**src/rtl/msp_defines.vh**
```
`ifndef MSP_DEFINES_VH
`define MSP_DEFINES_VH

// counter and bus widths
`define MSP_CNT_W 16
`define MSP_ADR_W 8
`define MSP_DAT_W 32
`define MSP_CH_W 3

// register byte offsets
`define MSP_ADR_CTRL 8'h00
`define MSP_ADR_TRIG 8'h04
`define MSP_ADR_MRELOAD 8'h08
`define MSP_ADR_SRELOAD 8'h0C
`define MSP_ADR_MCOUNT 8'h10
`define MSP_ADR_SCOUNT 8'h14
`define MSP_ADR_STATUS 8'h18

// control register fields
`define MSP_CTRL_UNIT_EN 0
`define MSP_CTRL_PWM 1
`define MSP_CTRL_OUT_EN 2
`define MSP_CTRL_OUT_BIT 3
`define MSP_CTRL_OUT_LVL 4
`define MSP_CTRL_PIN_EN 5
`define MSP_CTRL_MCH_LO 8
`define MSP_CTRL_MCH_HI 10
`define MSP_CTRL_SCH_LO 12
`define MSP_CTRL_SCH_HI 14

// trigger register fields
`define MSP_TRIG_MSTART 0
`define MSP_TRIG_SSTART 1
`define MSP_TRIG_MSTOP 2
`define MSP_TRIG_SSTOP 3

// status register fields
`define MSP_STAT_MEN 0
`define MSP_STAT_SEN 1
`define MSP_STAT_MRUN 2
`define MSP_STAT_SRUN 3
`define MSP_STAT_OUT 4
`define MSP_STAT_PORT 5

// reset values
`define MSP_CNT_ZERO 16'h0000
`define MSP_CNT_ONE 16'h0001
`define MSP_RELOAD_RST 16'h0000
`define MSP_CH_MASTER_RST 3'h0
`define MSP_CH_SLAVE_RST 3'h1
`define MSP_DAT_ZERO 32'h00000000

`endif

```
**src/rtl/msp_sync.v**
```verilog
`timescale 1ns/100ps
`default_nettype none
// two-stage synchroniser with a registered rising-edge pulse
module msp_sync (
    input wire clk_i,
    input wire rst_i,
    input wire pin_i,
    output reg level_o,
    output reg rise_o
);
    reg meta;
    reg level_d;

    always @(posedge clk_i) begin
        if (rst_i) begin
            meta <= 1'b0;
            level_o <= 1'b0;
            level_d <= 1'b0;
            rise_o <= 1'b0;
        end else begin
            meta <= pin_i;
            level_o <= meta;
            // only the second stage feeds logic, the first may still be settling
            level_d <= level_o;
            rise_o <= level_o & ~level_d;
        end
    end
endmodule
`default_nettype wire

```
**src/rtl/msp_chan.v**
```verilog
`timescale 1ns/100ps
`include "msp_defines.vh"
`default_nettype none
// one down-counting channel in one-count mode, optional self reload
module msp_chan (
    input wire clk_i,
    input wire rst_i,
    input wire clr_i,
    input wire start_i,
    input wire stop_i,
    input wire auto_i,
    input wire [`MSP_CNT_W-1:0] reload_i,
    output reg [`MSP_CNT_W-1:0] cnt_o,
    output reg run_o,
    output reg done_o,
    output reg [`MSP_CNT_W-1:0] next_cnt_o,
    output reg next_run_o
);
    always @* begin
        next_cnt_o = cnt_o;
        next_run_o = run_o;
        done_o = 1'b0;
        if (clr_i) begin
            next_cnt_o = `MSP_CNT_ZERO;
            next_run_o = 1'b0;
        end else if (stop_i) begin
            // counter freezes at its present value
            next_run_o = 1'b0;
        end else if (start_i) begin
            next_cnt_o = reload_i; // see R3
            next_run_o = 1'b1;
            done_o = auto_i;
        end else if (run_o) begin
            if (cnt_o == `MSP_CNT_ZERO) begin
                done_o = 1'b1; // see R4 see R6
                if (auto_i) begin
                    next_cnt_o = reload_i;
                end else begin
                    next_run_o = 1'b0; // see R4
                end
            end else begin
                next_cnt_o = cnt_o - `MSP_CNT_ONE;
            end
        end
    end

    always @(posedge clk_i) begin
        if (rst_i) begin
            cnt_o <= `MSP_CNT_ZERO;
            run_o <= 1'b0;
        end else begin
            cnt_o <= next_cnt_o;
            run_o <= next_run_o;
        end
    end
endmodule
`default_nettype wire

```
**src/rtl/msp_top.v**
```verilog
// What this block does
// one-shot delay from trigger to pulse start is master reload plus two clocks.
// pulse width equals the slave reload value in count clocks.
// master loads its reload on a start trigger, then counts down each clock.
// one-shot master at zero raises its done pulse and waits for the next trigger.
// slave starts on the master done pulse, loads its reload and counts down.
// slave at zero raises its own done pulse and stops until the next master pulse.
// output goes active one clock after master done, inactive when slave hits zero.
// a software write of the master start bit also starts a one-shot pulse.
// software rewrites reloads only after the matching done pulse.
// master channel is even 0 to 6; slave is a higher channel up to 7.
// the master start bit sets both enable flags, the slave start bit only the slave flag; trigger bits read back as zero.
// software sets the output enable before a start only when resuming.
// in PWM the master raises done as it begins, which also starts the slave.
// in PWM the master at zero raises done, reloads at once and keeps counting.
// in PWM software changes only reloads, and only after a master done pulse.
// both counters are readable at any time; no channel status is used.
// stop bits clear enable flags, freeze both counters and hold the output.
// with output enable clear, the pin drives the level software wrote.
// clearing the unit enable resets everything, output bit zero, pin to port mode.
// output active high when output level is zero, active low when one.
`timescale 1ns/100ps
`include "msp_defines.vh"
`default_nettype none
module msp_top (
    input wire clk_i,
    input wire rst_i,
    input wire cyc_i,
    input wire stb_i,
    input wire we_i,
    input wire [`MSP_ADR_W-1:0] adr_i,
    input wire [3:0] sel_i,
    input wire [`MSP_DAT_W-1:0] dat_i,
    output reg [`MSP_DAT_W-1:0] dat_o,
    output reg ack_o,
    input wire trigger_input_pin_i,
    output reg pulse_output_o,
    output reg port_mode_o,
    output reg master_done_irq_o,
    output reg slave_done_irq_o
);
    // control state
    reg unit_en;
    reg pwm_mode;
    reg slave_output_enable;
    reg slave_output_level;
    reg pin_trig_en;
    reg [`MSP_CH_W-1:0] master_ch;
    reg [`MSP_CH_W-1:0] slave_ch;
    reg [`MSP_CNT_W-1:0] master_reload_value;
    reg [`MSP_CNT_W-1:0] slave_reload_value;
    reg master_enabled_flag;
    reg slave_enabled_flag;
    reg out_bit;

    // bus decode
    wire req = cyc_i & stb_i & ~ack_o;
    wire wr = req & we_i;
    wire [`MSP_DAT_W-1:0] wmask = {{8{sel_i[3]}}, {8{sel_i[2]}}, {8{sel_i[1]}}, {8{sel_i[0]}}};
    wire [`MSP_DAT_W-1:0] wdat = dat_i & wmask;
    // writes other than control are dropped while the unit is off
    reg wr_ctrl;
    reg wr_trig;
    reg wr_mrel;
    reg wr_srel;
    always @* begin
        wr_ctrl = 1'b0;
        wr_trig = 1'b0;
        wr_mrel = 1'b0;
        wr_srel = 1'b0;
        if (wr) begin
            case (adr_i)
                `MSP_ADR_CTRL: wr_ctrl = 1'b1;
                `MSP_ADR_TRIG: wr_trig = unit_en;
                `MSP_ADR_MRELOAD: wr_mrel = unit_en;
                `MSP_ADR_SRELOAD: wr_srel = unit_en;
                default: wr_ctrl = 1'b0;
            endcase
        end
    end

    // control word as it stands, for read-modify under byte enables
    wire [`MSP_DAT_W-1:0] ctrl_word;
    assign ctrl_word = {17'h00000, slave_ch, 1'b0, master_ch, 2'h0, pin_trig_en, slave_output_level,
                        out_bit, slave_output_enable, pwm_mode, unit_en};
    wire [`MSP_DAT_W-1:0] ctrl_new = (ctrl_word & ~wmask) | wdat;
    wire [`MSP_DAT_W-1:0] mrel_new = ({16'h0000, master_reload_value} & ~wmask) | wdat;
    wire [`MSP_DAT_W-1:0] srel_new = ({16'h0000, slave_reload_value} & ~wmask) | wdat;

    // a write that clears the unit enable resets the unit in the same edge
    wire unit_clr = ~unit_en | (wr_ctrl & ~ctrl_new[`MSP_CTRL_UNIT_EN]);

    // master even, slave strictly above it
    reg pair_ok;
    always @* begin
        pair_ok = 1'b0;
        if (~master_ch[0]) begin
            pair_ok = (slave_ch > master_ch);
        end
    end

    // trigger bits are pulses only, nothing stores them
    wire sw_start = wr_trig & wdat[`MSP_TRIG_MSTART] & pair_ok; // see R8
    wire sw_sstart = wr_trig & wdat[`MSP_TRIG_SSTART] & pair_ok;
    wire sw_stop = wr_trig & (wdat[`MSP_TRIG_MSTOP] | wdat[`MSP_TRIG_SSTOP]);

    // external trigger
    wire pin_level;
    wire pin_rise;
    msp_sync u_sync (
        .clk_i(clk_i),
        .rst_i(rst_i),
        .pin_i(trigger_input_pin_i),
        .level_o(pin_level),
        .rise_o(pin_rise)
    );

    wire pin_start = pin_rise & pin_trig_en & ~pwm_mode & master_enabled_flag & pair_ok;
    wire m_start = ~sw_stop & (sw_start | pin_start); // see R3

    // master channel
    wire [`MSP_CNT_W-1:0] master_counter;
    wire m_run;
    wire m_done;
    wire [`MSP_CNT_W-1:0] m_next_cnt;
    wire m_next_run;
    msp_chan u_master (
        .clk_i(clk_i),
        .rst_i(rst_i),
        .clr_i(unit_clr),
        .start_i(m_start),
        .stop_i(sw_stop),
        .auto_i(pwm_mode),
        .reload_i(master_reload_value),
        .cnt_o(master_counter),
        .run_o(m_run),
        .done_o(m_done),
        .next_cnt_o(m_next_cnt),
        .next_run_o(m_next_run)
    );

    // slave channel, started by the master done pulse
    wire s_armed = slave_enabled_flag | sw_sstart | sw_start;
    wire s_start = m_done & s_armed & ~sw_stop; // see R5
    wire [`MSP_CNT_W-1:0] slave_counter;
    wire s_run;
    wire s_done;
    wire [`MSP_CNT_W-1:0] s_next_cnt;
    wire s_next_run;
    msp_chan u_slave (
        .clk_i(clk_i),
        .rst_i(rst_i),
        .clr_i(unit_clr),
        .start_i(s_start),
        .stop_i(sw_stop),
        .auto_i(1'b0),
        .reload_i(slave_reload_value),
        .cnt_o(slave_counter),
        .run_o(s_run),
        .done_o(s_done),
        .next_cnt_o(s_next_cnt),
        .next_run_o(s_next_run)
    );

    // active while the slave holds a nonzero count
    wire tmr_active = s_next_run & (s_next_cnt != `MSP_CNT_ZERO); // see R2
    wire tmr_level = tmr_active ^ slave_output_level;
    wire tmr_owns = slave_output_enable & ~sw_stop & (s_start | s_run);

    reg next_out_bit;
    always @* begin
        next_out_bit = out_bit;
        if (unit_clr) begin
            next_out_bit = 1'b0;
        end else if (tmr_owns) begin
            next_out_bit = tmr_level; // see R1
        end else if (wr_ctrl & ~ctrl_new[`MSP_CTRL_OUT_EN]) begin
            next_out_bit = ctrl_new[`MSP_CTRL_OUT_BIT];
        end
    end

    // control and reload registers
    always @(posedge clk_i) begin
        if (rst_i) begin
            unit_en <= 1'b0;
            pwm_mode <= 1'b0;
            slave_output_enable <= 1'b0;
            slave_output_level <= 1'b0;
            pin_trig_en <= 1'b0;
            master_ch <= `MSP_CH_MASTER_RST;
            slave_ch <= `MSP_CH_SLAVE_RST;
            master_reload_value <= `MSP_RELOAD_RST;
            slave_reload_value <= `MSP_RELOAD_RST;
        end else begin
            if (wr_ctrl) begin
                unit_en <= ctrl_new[`MSP_CTRL_UNIT_EN];
            end
            if (unit_clr) begin

                pwm_mode <= 1'b0;
                slave_output_enable <= 1'b0;
                slave_output_level <= 1'b0;
                pin_trig_en <= 1'b0;
                master_ch <= `MSP_CH_MASTER_RST;
                slave_ch <= `MSP_CH_SLAVE_RST;
                master_reload_value <= `MSP_RELOAD_RST;
                slave_reload_value <= `MSP_RELOAD_RST;
            end else begin
                if (wr_ctrl) begin
                    pwm_mode <= ctrl_new[`MSP_CTRL_PWM];
                    slave_output_enable <= ctrl_new[`MSP_CTRL_OUT_EN];
                    slave_output_level <= ctrl_new[`MSP_CTRL_OUT_LVL];
                    pin_trig_en <= ctrl_new[`MSP_CTRL_PIN_EN];
                    master_ch <= ctrl_new[`MSP_CTRL_MCH_HI:`MSP_CTRL_MCH_LO];
                    slave_ch <= ctrl_new[`MSP_CTRL_SCH_HI:`MSP_CTRL_SCH_LO];
                end
                if (wr_mrel) begin
                    master_reload_value <= mrel_new[`MSP_CNT_W-1:0];
                end
                if (wr_srel) begin
                    slave_reload_value <= srel_new[`MSP_CNT_W-1:0];
                end
            end
        end
    end

    // enable flags
    always @(posedge clk_i) begin
        if (rst_i) begin
            master_enabled_flag <= 1'b0;
            slave_enabled_flag <= 1'b0;
        end else if (unit_clr) begin
            master_enabled_flag <= 1'b0;
            slave_enabled_flag <= 1'b0;
        // a stop wins over a start in the same write
        end else if (sw_stop) begin
            master_enabled_flag <= 1'b0;
            slave_enabled_flag <= 1'b0;
        end else begin
            if (sw_start) begin
                master_enabled_flag <= 1'b1;
            end
            if (sw_start | sw_sstart) begin
                slave_enabled_flag <= 1'b1;
            end
        end
    end

    // pin-facing outputs
    always @(posedge clk_i) begin
        if (rst_i) begin
            out_bit <= 1'b0;
            pulse_output_o <= 1'b0;
            port_mode_o <= 1'b1;
            master_done_irq_o <= 1'b0;
            slave_done_irq_o <= 1'b0;
        end else begin
            out_bit <= next_out_bit;
            pulse_output_o <= next_out_bit;
            port_mode_o <= unit_clr;
            master_done_irq_o <= m_done & ~unit_clr; // see R4
            slave_done_irq_o <= s_done & ~unit_clr;
        end
    end

    // read mux
    reg [`MSP_DAT_W-1:0] rdat;
    always @* begin
        rdat = `MSP_DAT_ZERO;
        case (adr_i)
            `MSP_ADR_CTRL: rdat = ctrl_word;
            `MSP_ADR_TRIG: rdat = `MSP_DAT_ZERO;
            `MSP_ADR_MRELOAD: rdat = {16'h0000, master_reload_value};
            `MSP_ADR_SRELOAD: rdat = {16'h0000, slave_reload_value};
            `MSP_ADR_MCOUNT: rdat = {16'h0000, master_counter};
            `MSP_ADR_SCOUNT: rdat = {16'h0000, slave_counter};
            `MSP_ADR_STATUS: begin
                rdat[`MSP_STAT_MEN] = master_enabled_flag;
                rdat[`MSP_STAT_SEN] = slave_enabled_flag;
                rdat[`MSP_STAT_MRUN] = m_run;
                rdat[`MSP_STAT_SRUN] = s_run;
                rdat[`MSP_STAT_OUT] = out_bit;
                rdat[`MSP_STAT_PORT] = port_mode_o;
            end
            default: rdat = `MSP_DAT_ZERO;
        endcase
    end

    // one wait state, ack for every address, unmapped reads zero
    always @(posedge clk_i) begin
        if (rst_i) begin
            ack_o <= 1'b0;
            dat_o <= `MSP_DAT_ZERO;
        end else begin
            ack_o <= req;
            if (req & ~we_i) begin
                dat_o <= rdat;
            end
        end
    end
endmodule
`default_nettype wire

```
**config.mk**
```make
export PLATFORM = sky130hd
export DESIGN_NAME = msp_top
export DESIGN_NICKNAME = d
export VERILOG_FILES = /design/src/rtl/msp_sync.v /design/src/rtl/msp_chan.v /design/src/rtl/msp_top.v
export VERILOG_INCLUDE_DIRS = /design/src /design/src/rtl
export SDC_FILE = /design/constraint.sdc
export NUM_CORES = 1
export LEC_CHECK = 0
export BUFFER_PORTS_ARGS = -buffer_cell sky130_fd_sc_hd__buf_2
export CAP_MARGIN = 25
export CORE_UTILIZATION = 25
export DETAILED_ROUTE_END_ITERATION = 16
export SLEW_MARGIN = 30
export SYNTH_ARGS = -nofsm -noshare
export SYNTH_HDL_FRONTEND = slang
export SYNTH_SLANG_ARGS = --single-unit
```
**constraint.sdc**
```tcl
create_clock -name clk_i -period 7.7 [get_ports clk_i]
set_input_delay 1.54 -clock clk_i [delete_from_list [all_inputs] [get_ports clk_i]]
set_output_delay 1.54 -clock clk_i [all_outputs]
set_load 0.01 [all_outputs]
```
=== Word-level counts from Yosys, hierarchy flattened ===
Index checks and enable logic that the tools add are counted.

* Input bits: 50
* Output and inout port bits: 37
* Register bits after elaboration: 120
* Word-level logic and storage cells: 134

* Equality and inequality tests: 7
* Magnitude comparators: 1
* Add/sub/neg operators: 2
* Bitwise gates (word level): 49
* Mux-type cells: 41
* Reductions and logical operators: 9

{| class="wikitable"
|+ Operators with widths
! cell !! number
|-
| two-way mux 16 bit || 9
|-
| one-hot mux 10 bit (5 select lines) || 1
|-
| bitwise AND 16 bit || 3
|-
| one-hot mux 6 bit (6 select lines) || 1
|-
| zero test 16 bit || 2
|-
| bitwise OR 16 bit || 2
|-
| subtractor 16 x 1 -> 16 bit, second input constant || 2
|-
| two-way mux 1 bit || 30
|-
| bitwise AND 1 bit || 24
|-
| == test 8 x 5 -> 1 bit, second input constant || 3
|-
| == test 8 x 4 -> 1 bit, second input constant || 2
|-
| inverter 16 bit || 1
|-
| nonzero test 16 bit || 1
|-
| bitwise AND 15 bit || 1
|-
| bitwise OR 15 bit || 1
|-
| inverter 1 bit || 9
|-
| == test 8 x 3 -> 1 bit, second input constant || 1
|-
| zero test 8 bit || 1
|-
| bitwise OR 1 bit || 7
|-
| nonzero test 2 bit || 2
|-
| greater-than comparator 3 bit || 1
|-
| != test 3 bit, second input constant || 1
|-
| AND reduction 3 bit || 1
|-
| OR reduction 3 bit || 1
|-
| 2 further kinds || 2
|}

=== Logic depth before layout (Yosys ltp) ===
Gate-level depths: netlist of run 1.

* Depth in word-level cells: 20
* Gate-level depth with buffers: 14
* Mapped depth without buffers: 13

=== Hierarchy ===
From an unflattened synthesis of run 1, not the netlist that was laid out.

* Cells, all modules: 850
* Area total of the unflattened synthesis: 6,971.7 µm²

{| class="wikitable"
|+ By module, submodules not included
! module !! area each (µm²) !! cells each !! instances !! sequential area each (µm²)
|-
| msp_top || 3,418.3 || 380 || 1 || 1,321.3
|-
| msp_chan (u_slave) || 1,771.7 || 243 || 1 || 340.3
|-
| msp_chan (u_master) || 1,670.4 || 219 || 1 || 340.3
|-
| msp_sync || 111.4 || 8 || 1 || 80.1
|}

=== Worst setup path after synthesis of run 1 ===
Ideal clock, no wire load.

* Path type: in2reg
* From: in adr_i[5]
* To: reg (tool-made name)
* Required time: 7.585 ns
* Cell stages on the path: 13
* Buffers on the path: 2
* Library setup time: 0.115 ns
* Slack: 2.956 ns
* Data arrival time: 4.629 ns
* Cell sequence: or4_4 -> buf_6 -> or4_4 -> o21a_2 -> nand2b_2 -> buf_6 -> o21ai_0 -> o211a_2 -> or3_1 -> or4_1 -> o21ai_1 -> xnor2_1 -> o21a_1

{| class="wikitable"
|+ RTL lines
! element !! line !! RTL
|-
| start, declared || msp_top.v:31 || <nowiki>input wire [`MSP_ADR_W-1:0] adr_i,</nowiki>
|}

==> results.sh, run 1 <==
export IMPL_fin_crit_ns=5.25
export IMPL_wl_um=18600
export IMPL_grt_usage_pct=16.6
export IMPL_maxCapViolations=0
export IMPL_dp_cells=999
export IMPL_path_clk_slew_ns=0.07
export IMPL_gp_congestion=0.926
export IMPL_grt_pass1_wl_um=28400
export IMPL_min_from="u_sync.level_d$_SDFF_PP0_"
export IMPL_required_ns=7.96
export IMPL_num_rows=54
export IMPL_yosysSeqAreaShare_pct=37.1
export IMPL_syn_to_final_growth_pct=14.3
export IMPL_detail_route_antenna_nets=0
export IMPL_clkSinkCount=104
export IMPL_cpMaxStageDelayCell="nor2_1"
export IMPL_h_tree_depth=3
export IMPL_syn_inst=690
export IMPL_first_iter_violations=575
export IMPL_syn_area_sq_um=5610
export IMPL_p_per_area_nw_per_um2=168
export IMPL_cts_path_max_buffers=2
export IMPL_vias=5411
export IMPL_drive_gt1_share_pct=14.4
export IMPL_ys_seq_elements=104
export IMPL_grt_pass1_vias=4978
export IMPL_path_cells="buf_2 -> or4_4 -> nor4_2 -> a31oi_1 -> nand2b_2 -> nor2_1 -> mux2i_1 -> nand4_1 -> or4_1 -> o21ai_1 -> xnor2_1 -> o21a_1"
export IMPL_io_buffer_count=52
export IMPL_slowest_delay_ns=0.69
export IMPL_slew_headroom_pct=33.8
export IMPL_r2r_slack_ns=3.09
export IMPL_ys_async_sr_fraction_pct=0
export IMPL_fin_util_pct=29.3
export IMPL_drc_errors=0
export IMPL_worstMarginPinSlew_ns=0.990
export IMPL_cts_setup_buffers=0
export IMPL_finalHoldViolations=0
export IMPL_gr_total_overflow=0
export IMPL_clock_latency_ns=0.36
export IMPL_antenna_found_initial=2
export IMPL_die_width_um=152
export IMPL_ff2ff_path_depth=13
export IMPL_multi_input_area_sq_um=3270
export IMPL_ys_flop_type="dfxtp_1"
export IMPL_cp_max_fo=12
export IMPL_fillers=2376
export IMPL_start_util_pct=25.6
export IMPL_nets=787
export IMPL_fin_setup_tns_ns=0
export IMPL_cts_tree="done"
export IMPL_cts_hold_buf=0
export IMPL_endpoint_kind="flip-flop"
export IMPL_first_pass_iters=5
export IMPL_max_freq_ghz=0.190
export IMPL_ir_worst_vdd_v=0.000105
export IMPL_io_pins=87
export IMPL_fp_dieArea_sq_um=23000
export IMPL_synth_edf_count=0
export IMPL_post_dp_hpwl_um=13400
export IMPL_grt_max_degree=45
export IMPL_leakagePower_nw=2.22
export IMPL_syn_avg_cell_area_sq_um=8.13
export IMPL_design_area_sq_um=6410
export IMPL_start_kind="primary input"
export IMPL_hold_depth=1
export IMPL_fin_skew_ns=0.00929
export IMPL_hp_class="flip-flop to flip-flop"
export IMPL_ff_latch_area_sq_um=2080
export IMPL_cts_buffers_inserted=9
export IMPL_vias_per_cell=5.33
export IMPL_coreArea_sq_um=21900
export IMPL_crit_type="primary input to flip-flop"
export IMPL_yosys_cell_types_count=65
export IMPL_rsz0062_at_grt="no"
export IMPL_post_cts_resize_count=0
export IMPL_min_delay_worst_endpoint="u_sync.rise_o$_SDFF_PP0_"
export IMPL_slew_violations=0
export IMPL_yosysWarnings=0
export IMPL_dpl_instance_area_sq_um=6100
export IMPL_final_instance_count_excl_fill=1015
export IMPL_min_period_over_period_pct=68.2
export IMPL_status="finished, final reports clean"
export IMPL_wire_per_inst_um=18.3
export IMPL_critPathArrivalTime_ns=5.51
export IMPL_setup_viol=0
export IMPL_die_h_um=152
export IMPL_ctsRootBufferMaster="clkbuf_16"
==> through the flow <==
stage,worst slack (ns),power (mW),hold slack [ns]
after floorplan,2.96,0.582,0.367
after global placement,2.19,0.598,0.376
after detailed placement,2.15,0.599,0.377
after CTS,2.53,1.08,0.390
after global routing,2.34,1.11,0.402
final,2.45,1.08,0.388
==> cell usage after synthesis, drive strengths merged, types with 3 or more instances <==
cell type	instances	area share, %
nand2	52	3.5
o31ai	4	0.54
nand3b	5	0.67
nand3	13	1.2
nand4	4	0.45
nand2b	4	0.49
a221oi	10	1.6
a211oi	3	0.40
or3	6	0.67
nor4b	4	0.62
and3	5	0.56
a21oi	38	3.4
nor4	11	1.6
dfxtp	104	37
o211a	3	0.54
o211ai	7	0.94
buf	24	3.0
or4	8	1.2
nor2	115	7.8
and2	4	0.45
ha	7	1.6
o221ai	5	0.78
o21a	3	0.42
a31oi	14	1.8
a22oi	28	3.7
a31o	3	0.47
nor2b	5	0.56
inv	16	1.1
o21ai	55	5.2
o22ai	3	0.33
nor3	20	1.8
mux2i	58	10
or2	5	0.56
o31a	3	0.47
clkbuf	25	1.7
==> layout by cell type (no fill, tap or decap), types with 5 or more instances in the layout <==
| cell | count |
|---|---|
| o211ai_1 | 7 |
| or3_1 | 6 |
| nand3_1 | 13 |
| nand2_1 | 51 |
| nand3b_1 | 5 |
| or4_1 | 6 |
| a31oi_1 | 12 |
| and3_1 | 5 |
| o21ai_1 | 5 |
| nor2b_1 | 5 |
| o21ai_0 | 48 |
| a21oi_1 | 38 |
| nor4_1 | 9 |
| inv_1 | 15 |
| dfxtp_1 | 104 |
| nor2_2 | 6 |
| ha_1 | 7 |
| a22oi_1 | 28 |
| or2_2 | 5 |
| nor3_1 | 20 |
| nor2_1 | 109 |
| a221oi_1 | 10 |
| o221ai_1 | 5 |
| clkbuf_16 | 9 |
| conb_1 | 16 |
| mux2i_1 | 58 |
| buf_2 | 52 |
| buf_4 | 11 |
==> report_power, final <==
part,leakage [nW],switching [mW],internal [mW]
registers,0.839,0.00176,0.541
logic,1.23,0.0284,0.0146
clock network,0.150,0.218,0.271
total,2.22,0.249,0.827
==> worst max-delay path: cells and delay by family <==
kind	cells	cell delay [ns]
simple gates	6	2.73
compound gates	3	0.67
buf+inv	1	0.10
xor+xnor	1	0.09
mux	1	0.35
==> layout make-up <==
class	count	share of cell area, %
inverter	16	0.937
clock buffer	12	4.00
timing repair buffer	63	5.35
clock inverter	3	0.741
antenna	1	0.0390
multi-input combinational	536	51.0
tap	280	5.46
sequential	104	32.5
==> worst max-delay path by stage <==
stage	from	endpoint	slack, ns	depth (start not counted)
after detailed placement	adr_i[5]	flip-flop	2.15	12
after floorplan	adr_i[5]	flip-flop	2.96	13
after CTS	adr_i[5]	flip-flop	2.53	12
final	adr_i[5]	flip-flop	2.45	12
after global placement	adr_i[5]	flip-flop	2.19	12
after global routing	adr_i[5]	flip-flop	2.34	12
==> metal layers <==
metal | global-route usage (%) | vias up | part of all wire (%)
met5 | 0 | - | 0.054
met4 | 8.22 | 2 | 3.4
met3 | 5.18 | 41 | 9.6
met2 | 24.7 | 261 | 43
met1 | 21.6 | 2539 | 44
li1 | - | 2568 | -
==> kinds of logic after synthesis <==
group	synth area share, %
compound gates	21.5
xor+xnor	0.469
fa+ha+maj	1.56
buf+inv	5.76
flops	37.1
mux	10.6
other cells	0.0669
simple gates	23.0
No activity file was read; power rests on OpenSTA's default activity.
==> run 2: changes to the inputs <==
==> constraint.sdc (replaced) <==
create_clock -name clk_i -period 4.7 [get_ports clk_i]
set_input_delay 0.94 -clock clk_i [delete_from_list [all_inputs] [get_ports clk_i]]
set_output_delay 0.94 -clock clk_i [all_outputs]
set_load 0.01 [all_outputs]
==> results.sh, run 2 (synthesized netlist as in run 1, its figures left out) <==
export IMPL_first_pass_iters=6
export IMPL_grt_pass1_vias=5108
export IMPL_clkSinkCount=104
export IMPL_slew_violations=0
export IMPL_fin_skew_ns=0.00707
export IMPL_maxCapViolations=0
export IMPL_io_buffer_count=52
export IMPL_nets=817
export IMPL_ir_worst_vdd_v=0.000182
export IMPL_r2r_slack_ns=0.61
export IMPL_first_iter_violations=463
export IMPL_grt_max_degree=37
export IMPL_cp_max_fo=7
export IMPL_cts_setup_buffers=0
export IMPL_dp_slack_ns=0.168
export IMPL_finalHoldViolations=0
export IMPL_fp_dieArea_sq_um=23000
export IMPL_crit_reg2reg_launch="u_master.cnt_o[6]$_SDFFE_PP0P_"
export IMPL_num_rows=54
export IMPL_ctsRootBufferMaster="clkbuf_16"
export IMPL_gp_congestion=0.921
export IMPL_rsz0062_at_grt="no"
export IMPL_grt_pass1_wl_um=29400
export IMPL_worstMarginPinSlew_ns=0.870
export IMPL_post_cts_resize_count=0
export IMPL_start_util_pct=25.6
export IMPL_coreArea_sq_um=21900
export IMPL_cts_path_max_buffers=2
export IMPL_min_period_over_period_pct=88.4
export IMPL_status="finished, final reports clean"
export IMPL_fin_ws_ns=0.545
export IMPL_grt_usage_pct=17.1
export IMPL_setup_viol=0
export IMPL_crit_start="adr_i[5]"
export IMPL_leakagePower_nw=2.36
export IMPL_cts_buffers_inserted=9
export IMPL_hold_depth=1
export IMPL_vias_per_cell=5.24
export IMPL_antenna_found_initial=1
export IMPL_layout_cells_most_common="nor2_1"
export IMPL_critPathArrivalTime_ns=4.41
export IMPL_h_tree_depth=3
export IMPL_wire_per_inst_um=18.0
export IMPL_post_dp_hpwl_um=14200
export IMPL_endpoint_kind="flip-flop"
export IMPL_p_per_area_nw_per_um2=257
export IMPL_min_from="u_sync.level_d$_SDFF_PP0_"
export IMPL_detail_route_antenna_nets=0
export IMPL_mostFrequentLayoutCells="112 x nor2_1, 104 x dfxtp_1, 58 x mux2i_1"
export IMPL_ff2ff_path_depth=12
export IMPL_required_ns=4.96
export IMPL_cts_tree="done"
export IMPL_min_delay_worst_endpoint="u_sync.rise_o$_SDFF_PP0_"
export IMPL_path_clk_slew_ns=0.07
export IMPL_gr_total_overflow=0
export IMPL_start_kind="primary input"
export IMPL_vias=5485
export IMPL_hp_class="flip-flop to flip-flop"
export IMPL_die_h_um=152
export IMPL_max_freq_ghz=0.241
export IMPL_fin_setup_tns_ns=0
export IMPL_syn_to_final_growth_pct=18.0
export IMPL_die_width_um=152
export IMPL_fillers=2380
export IMPL_clock_latency_ns=0.36
export IMPL_multi_input_area_sq_um=3260
export IMPL_io_pins=87
export IMPL_drive_gt1_share_pct=17.6
export IMPL_crit_type="primary input to flip-flop"
export IMPL_drc_errors=0
export IMPL_slew_headroom_pct=41.5
export IMPL_ff_latch_area_sq_um=2080
export IMPL_fin_crit_ns=4.16
export IMPL_cts_hold_buf=0
export IMPL_wl_um=18900
-- run 2: cell types whose count changed in the layout (fill, tap and decap cells not counted), sizes merged --
| cell | delta |
|---|---|
| buf | +30 |
| clkbuf | -3 |
| clkinv | +3 |
| bufinv | -1 |
| clkinvlp | +1 |
| inv | +1 |
-- run 2: where the power goes --
part | leakage, nW | total (mW) | internal (mW) | switching (mW)
Sequential | 0.839 | 0.889 | 0.887 | 0.00286
Combinational | 1.38 | 0.0723 | 0.0251 | 0.0472
Clock | 0.139 | 0.738 | 0.367 | 0.372
Total | 2.36 | 1.70 | 1.28 | 0.422
-- run 2: worst max-delay path, stage by stage --
cell and delay (ns):
buf_2 0.11, or4_4 0.58, nor4_2 0.39, a31oi_1 0.16, nand2b_2 0.27, buf_4 0.16
o22ai_1 0.17, o211ai_1 0.13, or4_1 0.54, or4_1 0.42, o21ai_1 0.26, xnor2_1 0.10
o21a_1 0.17
-- run 2: how the worst max path moves through the flow --
stage / depth (start not counted) / slack [ns] / end
after floorplan: 13 / 0.56 / flip-flop
after global placement: 13 / 0.18 / flip-flop
after detailed placement: 13 / 0.17 / flip-flop
after CTS: 13 / 0.54 / flip-flop
after global routing: 13 / 0.27 / flip-flop
final: 13 / 0.54 / flip-flop
-- run 2: metrics by stage --
step	hold slack (ns)	area [sq um]	power, mW	std cells	utilization (%)
2_1_floorplan	0.367	5670	0.954	705	-
5_1_grt	0.403	6620	1.76	1045	30.2
3_3_place_gp	0.373	6330	0.982	1029	28.9
4_1_cts	0.391	6610	1.72	1045	30.2
3_5_place_dp	0.385	6330	0.983	1029	28.9
6_report	0.388	6620	1.70	1046	30.2
-- run 2: layout make-up --
cell class	count	area share, %
multi-input cells	536	49.3
clock inverters	7	0.813
inverters	16	0.908
flip-flops and latches	104	31.5
repair buffers	93	8.77
diodes	1	0.0378
well taps	280	5.29
clock buffers	9	3.40
-- run 2: routing by layer --
metal  wire length [um]  GRT usage (%)
met1               8610           22.3
met4                463           5.54
met2               8350           27.0
met3               1450           4.67
met5                  0              0
